`src/logic/cspt_pkg.sv`:
```
// Purpose: shared constants and carriers for the clamp/sample pulse timing
// Assumes: one pixel period equals CSPT_EDGES cycles of mclk
// Notes:   register offsets and field positions live here only
package cspt_pkg;

	// ****************************************************************
	// timing grid
	// ****************************************************************
	localparam int unsigned CSPT_EDGES    = 64;  // edges per pixel
	localparam int unsigned CSPT_PHASE_W  = 6;   // bits of edge index
	localparam logic [5:0]  CSPT_LAST_EDGE = 6'h3f;
	localparam logic [5:0]  CSPT_FIRST_EDGE = 6'h00;
	localparam int unsigned CSPT_BIT_LSB  = 3;   // 8 mclk per bit clock
	localparam int unsigned CSPT_BIT_MSB  = 5;
	localparam int unsigned CSPT_BCLK_BIT = 2;   // half bit period
	localparam logic [2:0]  CSPT_FRAME_ODD  = 3'h3; // bit periods high
	localparam logic [2:0]  CSPT_FRAME_EVEN = 3'h2;
	localparam int unsigned CSPT_MCLK_PER_BIT = 8;

	// ****************************************************************
	// register map
	// ****************************************************************
	localparam logic [7:0] CSPT_OFS_MAIN    = 8'h00;
	localparam logic [7:0] CSPT_OFS_HOLD    = 8'h06;
	localparam logic [7:0] CSPT_OFS_MONITOR = 8'h09;
	localparam logic [7:0] CSPT_OFS_CLP_BEG = 8'h20;
	localparam logic [7:0] CSPT_OFS_CLP_FIN = 8'h21;
	localparam logic [7:0] CSPT_OFS_SMP_BEG = 8'h22;
	localparam logic [7:0] CSPT_OFS_SMP_FIN = 8'h23;
	localparam logic [7:0] CSPT_OFS_STATUS  = 8'h3f;

	// ****************************************************************
	// fields and reset values
	// ****************************************************************
	localparam int unsigned CSPT_CDS_EN_BIT  = 0;  // main configuration
	localparam int unsigned CSPT_HOLD_EN_BIT = 7;  // hold mode control
	localparam int unsigned CSPT_MON_LSB     = 3;  // monitor select
	localparam int unsigned CSPT_MON_MSB     = 4;
	localparam logic [1:0]  CSPT_MON_PULSES  = 2'h2;
	localparam logic [7:0]  CSPT_RST_MAIN    = 8'h00;
	localparam logic [7:0]  CSPT_RST_HOLD    = 8'h80; // hold mode on
	localparam logic [7:0]  CSPT_RST_MONITOR = 8'h00;
	localparam logic [5:0]  CSPT_RST_POS     = 6'h00;

	// ****************************************************************
	// carriers
	// ****************************************************************
	typedef struct packed {
		logic       correlated_double_sampling;          // correlated double sampling active
		logic       mon_on;       // pulses routed to monitor pins
		logic [5:0] clamp_begin;
		logic [5:0] clamp_finish;
		logic [5:0] sample_begin;
		logic [5:0] sample_finish;
	} cspt_cfg_t;

	typedef struct packed {
		logic wr;                 // one-cycle write strobe
		logic [7:0] addr;
		logic [7:0] wdata;
	} cspt_wr_t;

endpackage

```
`src/logic/cspt_edge_window.sv`:
```
// Purpose: one pulse window over the 64 edge positions of a pixel
// Assumes: phase advances by one edge per mclk
// Notes:   begin above finish wraps into the following period
`timescale 1ns/1ps
module cspt_edge_window (
	input  wire logic       mclk,
	input  wire logic       reset,
	input  wire logic [5:0] phase,        // current edge index
	input  wire logic [5:0] begin_pos,    // first edge of the pulse
	input  wire logic [5:0] finish_pos,   // edge where the pulse ends
	input  wire logic       enable,       // window allowed at all
	output logic            active        // registered pulse
);

	logic next_active;  // window value for the edge now seen

	// plain case covers [begin, finish); wrap case splits it in two
	always_comb begin
		next_active = 1'b0;
		if (begin_pos <= finish_pos) begin
			next_active = (phase >= begin_pos) && (phase < finish_pos);
		end else begin
			// ends in the next period
			next_active = (phase >= begin_pos) || (phase < finish_pos);
		end
		if (!enable) begin
			next_active = 1'b0;
		end
	end

	// register so every consumer sees a glitch-free pulse
	always_ff @(posedge mclk) begin
		if (reset) begin
			active <= 1'b0;
		end else begin
			active <= next_active;
		end
	end

endmodule

```
`src/logic/cspt_frame_gen.sv`:
```
// Purpose: output bit clock and pixel frame flag
// Assumes: eight mclk cycles per output bit clock period
// Notes:   flag length marks the sampling path of the pixel
`timescale 1ns/1ps
module cspt_frame_gen (
	input  wire logic       mclk,
	input  wire logic       reset,
	input  wire logic [5:0] phase,            // current edge index
	input  wire logic       correlated_double_sampling,              // double sampling mode
	input  wire logic       odd,              // pixel on odd path
	output logic            output_bit_clock, // registered
	output logic            pixel_frame_flag  // registered
);

	logic [2:0] frame_len;      // bit periods the flag stays high
	logic       next_flag;
	logic       next_bclk;

	// odd pixels and every hold-mode pixel get three periods
	always_comb begin
		if (correlated_double_sampling && !odd) begin
			frame_len = cspt_pkg::CSPT_FRAME_EVEN;
		end else begin
			frame_len = cspt_pkg::CSPT_FRAME_ODD;
		end
		next_flag = phase[cspt_pkg::CSPT_BIT_MSB:cspt_pkg::CSPT_BIT_LSB]
			< frame_len;
		next_bclk = !phase[cspt_pkg::CSPT_BCLK_BIT];
	end

	// both outputs come from flops
	always_ff @(posedge mclk) begin
		if (reset) begin
			pixel_frame_flag <= 1'b0;
			output_bit_clock <= 1'b0;
		end else begin
			pixel_frame_flag <= next_flag;
			output_bit_clock <= next_bclk;
		end
	end

endmodule

```
`src/logic/cspt_top.sv`:
```
// Purpose: clamp and sample pulse timing for a dual channel front end
// Assumes: mclk is the 64x edge clock, 250 MHz; one pixel is 64 mclk
// Notes:   register port is a plain write strobe plus a read address
//
// Notes on behaviour
// - two modes: hold or double sampling
// - hold mode ignores both clamp position registers
// - pixel period split into 64 edges
// - monitor select 10 shows clamp, sample pulses
// - hold sample begin above end wraps over
// - early sample lands in period after clamp
// - double sampling: clamp tracks reference, sample tracks video; hold mode: sample tracks both
// - double sampling alternates even and odd paths
// - frame flag three odd, two even periods
// - hold mode: one path, flag always three
// - one position set serves both paths
// - double sampling monitor shows only odd path pulses
// - gated clamp is clamp AND external input; hold mode passes the input alone
`timescale 1ns/1ps
module cspt_top (
	input  wire logic       mclk,
	input  wire logic       reset,
	input  wire logic       reg_wr,               // write strobe
	input  wire logic [7:0] reg_addr,             // register offset
	input  wire logic [7:0] reg_wdata,            // write data
	input  wire logic       external_clamp_input, // pin, asynchronous
	output logic [7:0]      reg_rdata,            // data at reg_addr
	output logic            ref_track,            // reference sampler
	output logic            video_track,          // video sampler
	output logic            path_odd,             // odd path in use
	output logic            gated_clamp,          // clamp switch drive
	output logic            monitor_pin_0,
	output logic            monitor_pin_1,
	output logic            output_bit_clock,
	output logic            pixel_frame_flag
);

	// ****************************************************************
	// register file
	// ****************************************************************
	cspt_pkg::cspt_wr_t  wr_req;         // bundled write request
	cspt_pkg::cspt_cfg_t cfg;            // decoded configuration
	logic [7:0] main_configuration;
	logic [7:0] hold_mode_control;
	logic [7:0] pulse_monitor_select;
	logic [5:0] clamp_begin_position;    // upper bits read as zero
	logic [5:0] clamp_finish_position;
	logic [5:0] sample_begin_position;
	logic [5:0] sample_finish_position;
	logic [7:0] next_main;
	logic [7:0] next_hold;
	logic [7:0] next_monitor;
	logic [5:0] next_clp_beg;
	logic [5:0] next_clp_fin;
	logic [5:0] next_smp_beg;
	logic [5:0] next_smp_fin;
	logic [7:0] next_rdata;
	// the status read below needs odd, so it and phase are declared up here
	logic [5:0] phase;        // edge index inside the pixel
	logic       odd;          // pixel now in progress is odd path

	assign wr_req = '{wr: reg_wr, addr: reg_addr, wdata: reg_wdata};

	// write decode; position registers keep only the edge index
	always_comb begin
		next_main    = main_configuration;
		next_hold    = hold_mode_control;
		next_monitor = pulse_monitor_select;
		next_clp_beg = clamp_begin_position;
		next_clp_fin = clamp_finish_position;
		next_smp_beg = sample_begin_position;
		next_smp_fin = sample_finish_position;
		if (wr_req.wr) begin
			unique case (wr_req.addr)
				cspt_pkg::CSPT_OFS_MAIN:    next_main    = wr_req.wdata;
				cspt_pkg::CSPT_OFS_HOLD:    next_hold    = wr_req.wdata;
				cspt_pkg::CSPT_OFS_MONITOR: next_monitor = wr_req.wdata;
				cspt_pkg::CSPT_OFS_CLP_BEG: next_clp_beg = wr_req.wdata[5:0];
				cspt_pkg::CSPT_OFS_CLP_FIN: next_clp_fin = wr_req.wdata[5:0];
				cspt_pkg::CSPT_OFS_SMP_BEG: next_smp_beg = wr_req.wdata[5:0];
				cspt_pkg::CSPT_OFS_SMP_FIN: next_smp_fin = wr_req.wdata[5:0];
				default: begin
					// unmapped offsets are ignored
				end
			endcase
		end
	end

	// read mux; status shows the live path and mode
	always_comb begin
		unique case (reg_addr)
			cspt_pkg::CSPT_OFS_MAIN:    next_rdata = main_configuration;
			cspt_pkg::CSPT_OFS_HOLD:    next_rdata = hold_mode_control;
			cspt_pkg::CSPT_OFS_MONITOR: next_rdata = pulse_monitor_select;
			cspt_pkg::CSPT_OFS_CLP_BEG: next_rdata = {2'h0, clamp_begin_position};
			cspt_pkg::CSPT_OFS_CLP_FIN: next_rdata = {2'h0, clamp_finish_position};
			cspt_pkg::CSPT_OFS_SMP_BEG: next_rdata = {2'h0, sample_begin_position};
			cspt_pkg::CSPT_OFS_SMP_FIN: next_rdata = {2'h0, sample_finish_position};
			cspt_pkg::CSPT_OFS_STATUS:  next_rdata = {6'h00, cfg.correlated_double_sampling, odd};
			default:                    next_rdata = 8'h00;
		endcase
	end

	// register storage, baseline selects hold mode
	always_ff @(posedge mclk) begin
		if (reset) begin
			main_configuration     <= cspt_pkg::CSPT_RST_MAIN;
			hold_mode_control      <= cspt_pkg::CSPT_RST_HOLD;
			pulse_monitor_select   <= cspt_pkg::CSPT_RST_MONITOR;
			clamp_begin_position   <= cspt_pkg::CSPT_RST_POS;
			clamp_finish_position  <= cspt_pkg::CSPT_RST_POS;
			sample_begin_position  <= cspt_pkg::CSPT_RST_POS;
			sample_finish_position <= cspt_pkg::CSPT_RST_POS;
			reg_rdata              <= 8'h00;
		end else begin
			main_configuration     <= next_main;
			hold_mode_control      <= next_hold;
			pulse_monitor_select   <= next_monitor;
			clamp_begin_position   <= next_clp_beg;
			clamp_finish_position  <= next_clp_fin;
			sample_begin_position  <= next_smp_beg;
			sample_finish_position <= next_smp_fin;
			reg_rdata              <= next_rdata;
		end
	end

	// cds needs the hold bit clear as well, so a host that sets cds
	// before clearing hold stays in hold mode until both are done
	always_comb begin
		cfg.correlated_double_sampling = main_configuration[cspt_pkg::CSPT_CDS_EN_BIT]
			&& !hold_mode_control[cspt_pkg::CSPT_HOLD_EN_BIT];
		cfg.mon_on = pulse_monitor_select[cspt_pkg::CSPT_MON_MSB:
			cspt_pkg::CSPT_MON_LSB] == cspt_pkg::CSPT_MON_PULSES;
		cfg.clamp_begin   = clamp_begin_position;
		cfg.clamp_finish  = clamp_finish_position;
		cfg.sample_begin  = sample_begin_position;
		cfg.sample_finish = sample_finish_position;
	end

	// ****************************************************************
	// edge grid and sampling path
	// ****************************************************************
	logic [5:0] next_phase;
	logic       next_odd;

	// path toggles once per pixel; hold mode keeps a single path
	always_comb begin
		next_phase = 6'(phase + 6'h01);
		next_odd   = odd;
		if (!cfg.correlated_double_sampling) begin
			next_odd = 1'b0;
		end else if (phase == cspt_pkg::CSPT_LAST_EDGE) begin
			next_odd = !odd;
		end
	end

	always_ff @(posedge mclk) begin
		if (reset) begin
			phase <= cspt_pkg::CSPT_FIRST_EDGE;
			odd   <= 1'b0;
		end else begin
			phase <= next_phase;
			odd   <= next_odd;
		end
	end

	// ****************************************************************
	// pulse windows
	// ****************************************************************
	logic clamp_q;    // clamp window, one cycle behind phase
	logic sample_q;   // sample window, one cycle behind phase
	logic odd_q;      // path aligned with the windows
	logic late_q;     // sample belongs to the pixel before

	// one shared position set feeds both paths
	cspt_edge_window u_clamp (
		.mclk       (mclk),
		.reset      (reset),
		.phase      (phase),
		.begin_pos  (cfg.clamp_begin),
		.finish_pos (cfg.clamp_finish),
		.enable     (cfg.correlated_double_sampling),
		.active     (clamp_q)
	);

	cspt_edge_window u_sample (
		.mclk       (mclk),
		.reset      (reset),
		.phase      (phase),
		.begin_pos  (cfg.sample_begin),
		.finish_pos (cfg.sample_finish),
		.enable     (1'b1),
		.active     (sample_q)
	);

	// an early sample pairs with the previous clamp
	always_ff @(posedge mclk) begin
		if (reset) begin
			odd_q  <= 1'b0;
			late_q <= 1'b0;
		end else begin
			odd_q  <= odd;
			late_q <= cfg.correlated_double_sampling
				&& (cfg.sample_begin < cfg.clamp_begin)
				&& (cfg.sample_finish < cfg.clamp_finish);
		end
	end

	// ****************************************************************
	// sampler drive, monitor and clamp gating
	// ****************************************************************
	logic clamp_in_s1;       // first synchroniser stage only
	logic clamp_in_s2;       // safe copy of the external clamp
	logic sample_odd;        // sample pulse that belongs to odd path
	logic next_ref;
	logic next_video;
	logic next_path;
	logic next_gated;
	logic next_mon0;
	logic next_mon1;

	always_comb begin
		sample_odd = sample_q && (late_q ? !odd_q : odd_q);
		if (cfg.correlated_double_sampling) begin
			next_ref   = clamp_q;
			next_gated = clamp_q && clamp_in_s2;
		end else begin
			// hold mode: both inputs sampled on the sample pulse
			next_ref   = sample_q;
			next_gated = clamp_in_s2;
		end
		next_video = sample_q;
		next_path  = late_q ? !odd_q : odd_q;
		next_mon0  = 1'b0;
		next_mon1  = 1'b0;
		if (cfg.mon_on) begin
			if (cfg.correlated_double_sampling) begin
				next_mon0 = clamp_q && odd_q;
				next_mon1 = sample_odd;
			end else begin
				next_mon0 = clamp_q;
				next_mon1 = sample_q;
			end
		end
	end

	// pin inputs pass two flops; all outputs leave from flops
	always_ff @(posedge mclk) begin
		if (reset) begin
			clamp_in_s1   <= 1'b0;
			clamp_in_s2   <= 1'b0;
			ref_track     <= 1'b0;
			video_track   <= 1'b0;
			path_odd      <= 1'b0;
			gated_clamp   <= 1'b0;
			monitor_pin_0 <= 1'b0;
			monitor_pin_1 <= 1'b0;
		end else begin
			clamp_in_s1   <= external_clamp_input;
			clamp_in_s2   <= clamp_in_s1;
			ref_track     <= next_ref;
			video_track   <= next_video;
			path_odd      <= next_path;
			gated_clamp   <= next_gated;
			monitor_pin_0 <= next_mon0;
			monitor_pin_1 <= next_mon1;
		end
	end

	// ****************************************************************
	// output framing
	// ****************************************************************
	cspt_frame_gen u_frame (
		.mclk             (mclk),
		.reset            (reset),
		.phase            (phase),
		.correlated_double_sampling              (cfg.correlated_double_sampling),
		.odd              (odd),
		.output_bit_clock (output_bit_clock),
		.pixel_frame_flag (pixel_frame_flag)
	);

	// ****************************************************************
	// checks
	// ****************************************************************
	logic [5:0] frame_run;   // cycles the frame flag has stayed high

	always_ff @(posedge mclk) begin
		if (reset) begin
			frame_run <= 6'h00;
		end else if (pixel_frame_flag) begin
			frame_run <= 6'(frame_run + 6'h01);
		end else begin
			frame_run <= 6'h00;
		end
	end
endmodule

```
`config.mk`:
```
export PLATFORM = sky130hd
export DESIGN_NAME = cspt_top
export DESIGN_NICKNAME = d
export VERILOG_FILES = /design/src/logic/cspt_pkg.sv /design/src/logic/cspt_edge_window.sv /design/src/logic/cspt_frame_gen.sv /design/src/logic/cspt_top.sv
export SDC_FILE = /design/constraint.sdc
export NUM_CORES = 1
export LEC_CHECK = 0
export BUFFER_PORTS_ARGS = -buffer_cell sky130_fd_sc_hd__buf_2
export CAP_MARGIN = 5
export CORE_MARGIN = 1
export CORE_UTILIZATION = 40
export DETAILED_ROUTE_END_ITERATION = 10
export PLACE_DENSITY = 0.69
export SKIP_CTS_REPAIR_TIMING = 1
export SLEW_MARGIN = 10
export SYNTH_ARGS = -nofsm -noshare
export SYNTH_HDL_FRONTEND = slang
export SYNTH_SLANG_ARGS = --single-unit
```
`constraint.sdc`:
```
create_clock -name mclk -period 5.1 [get_ports mclk]
set_clock_uncertainty 0.05 [all_clocks]
set_input_delay 0.255 -clock mclk [delete_from_list [all_inputs] [get_ports mclk]]
set_output_delay 0.255 -clock mclk [all_outputs]
set_load 0.005 [all_outputs]
```
==> flow_summary.toml <==
[hold_path]
worstHoldStart = "external_clamp_input"
hold_path_class = "in -> reg"
whs_path_depth = 2
whs_endpoint = "clamp_in_s1"

[synthesis]
syn_avg_cell_area_sq_um = 8.40
synth_seq_cells = 77
synth_edf_count = 0
synthCells = 478
ys_types = 46
synth_flop_cell = "dfxtp_1"
synth_fp_nets = 543
synth-async-reset-ratio_pct = 0
yosysWarnings = 0
syn_area_sq_mm = 0.00401
yosysSeqAreaShare_pct = 38.4

[cells_and_area]
stdcell_count = 641
final_common_cell = "dfxtp_1"
num_antenna_cells = 0
final_cell_mix = "dfxtp_1, nand2_1, a21oi_1"
drive_above_1_share_pct = 11.6
final_util_pct = 46.1
area_delta_synth_final_pct = 11.8
nets = 568

[cts]
numCtsBuffers = 9
cts_root_buf = "clkbuf_8"
cts_tree = "built"
clk_pin_slew_ps = 80
h-tree-depth = 3
max-clock-path-buffers = 2
insertion_delay_ps = 370
clock-sinks = 77

[placement]
gp_congestion = 0.883
dp_hpwl_mm = 7.54
dp.cells = 625
portBuffers = 35

[power]
ir_drop_mv = 0.244
power.density_mw_per_mm2 = 271
internal_power_mw = 0.917
switching_share_pct = 24.6
p_comb_share_pct = 6.1
power.switching_mw = 0.298
power_frac_seq_pct = 50.5
leakage_nw = 1.61
p_clk_share_pct = 43.5
p_total_mw = 1.21

[setup_path]
reg2reg_setup_slack_ps = 2950
reg2reg_from = "phase[0]"
cp.required_ps = 5250
reg2reg_to = "u_sample.active"
critical_path_class = "reg -> reg"
endpoint_kind = "flop"
arrival_ps = 2290
crit_fanout = 6
reg2regPathDepth = 7
startpoint_type = "flop"

[sta]
finalHoldViolCount = 0
setup_viol = 0
finalCriticalPeriod_ps = 2150
setup_tns_ps = 0
tightestPinTransition_ps = 811
period_share_pct = 42.1
slew_headroom_pct = 45.4
slew_violations = 0
max_freq_mhz = 466
rsz0062_at_grt = "no"

[die]
rows = 36
ios = 36
core_sq_mm = 0.00973
start_util_pct = 41.3
die_y_um = 102
die_area_sq_mm = 0.0104
dieWidth_um = 102

[global_routing]
track_usage_pct = 22.2
grt_max_degree = 70
grt_pass1_wl_mm = 17.3
grt_overflow = 0
antenna_found_initial = 0
grt_pass1_vias = 3461

[status]
status = "finished clean"

[drt]
drtPass1Iterations = 9
drt_iter0_drc = 371
drt_wl_total_mm = 10.8
post_drt_wl_per_cell_um = 16.8
drc = 0
postRouteAntennaNets = 0
viasPerCell = 5.71
num_vias = 3659

[flow_run]
cap_violations = 0
[cell families after synthesis]
group,share of synthesized area (%)
compound gates,18.4
flops,38.4
simple gates,23.1
fa+ha+maj,14.0
xor+xnor,0.873
buf+inv,5.24
[how the worst max path moves through the flow]
stage	startpoint	end	slack (ps)	depth (start not counted)
after floorplan	phase[0]	u_sample.active	3340	7
after global placement	reg_addr[7]	pulse_monitor_select[6]	2980	6
after detailed placement	reg_addr[7]	pulse_monitor_select[7]	2950	6
after CTS	phase[0]	u_sample.active	2910	7
after global routing	phase[0]	u_sample.active	2800	7
final	phase[0]	u_sample.active	2950	7
[synth_stat cells (6+ instances only)]
cell type,instances,area share (%)
a21oi_1,63,7.9
a222oi_1,10,2.5
a22oi_1,6,1.1
a31oi_1,6,0.94
buf_2,6,0.75
clkbuf_1,10,0.94
dfxtp_1,77,38
ha_1,45,14
inv_1,26,2.4
nand2_1,74,6.9
nand2b_1,7,1.1
nand3_1,54,6.7
nor2_1,17,1.6
nor2b_1,8,1.2
o21ai_0,11,1.4
[power groups by stage]
stage	sequential [mW]	combinational, mW	clock (mW)
6_report	0.613	0.0736	0.528
5_1_grt	0.614	0.0811	0.564
4_1_cts	0.613	0.0731	0.540
3_5_place_dp	0.627	0.0728	0
3_3_place_gp	0.627	0.0708	0
2_1_floorplan	0.625	0.0419	0
[worst max-delay path, cell delays in order (launching register included)]
cell       delay [ps]
dfxtp_1           450
inv_1              90
ha_1              270
nand2b_1          140
a2111oi_0         480
o31ai_1           170
o221ai_1          200
a21oi_1           120
[cell type report]
| class | count | area [sq um] |
|---|---|---|
| Multi-Input combinational cell | 352 | 2260 |
| Clock buffer | 9 | 124 |
| Timing Repair Buffer | 37 | 190 |
| Clock inverter | 7 | 105 |
| Sequential cell | 77 | 1540 |
| Inverter | 26 | 97.6 |
| Fill cell | 982 | 5240 |
| Tap cell | 133 | 166 |
[metal layers]
| layer | track usage [%] | vias to the layer above | share of wire, % |
|---|---|---|---|
| met3 | 5.34 | 27 | 7.2 |
| met2 | 37.0 | 141 | 48 |
| met5 | 0 | - | 0 |
| met4 | 8.90 | 0 | 2.2 |
| li1 | - | 1766 | - |
| met1 | 27.5 | 1725 | 43 |
[registers in the layout, indices dropped and copies added, names as in the netlist, 6 cells and up]
signal                  count
hold_mode_control           8
main_configuration          8
pulse_monitor_select        8
reg_rdata                   8
clamp_begin_position        6
clamp_finish_position       6
phase                       6
sample_begin_position       6
sample_finish_position      6
[through the flow]
step / instance area [sq um] / hold WS [ps] / setup slack [ps]
3_3_place_gp: 4260 / 367 / 2980
5_1_grt: 4490 / 53.8 / 2800
6_report: 4490 / 44.9 / 2950
4_1_cts: 4490 / 29.7 / 2910
3_5_place_dp: 4260 / 375 / 2950
2_1_floorplan: 4010 / 333 / 3340
Note: power is estimated with default switching activity, not from simulation.
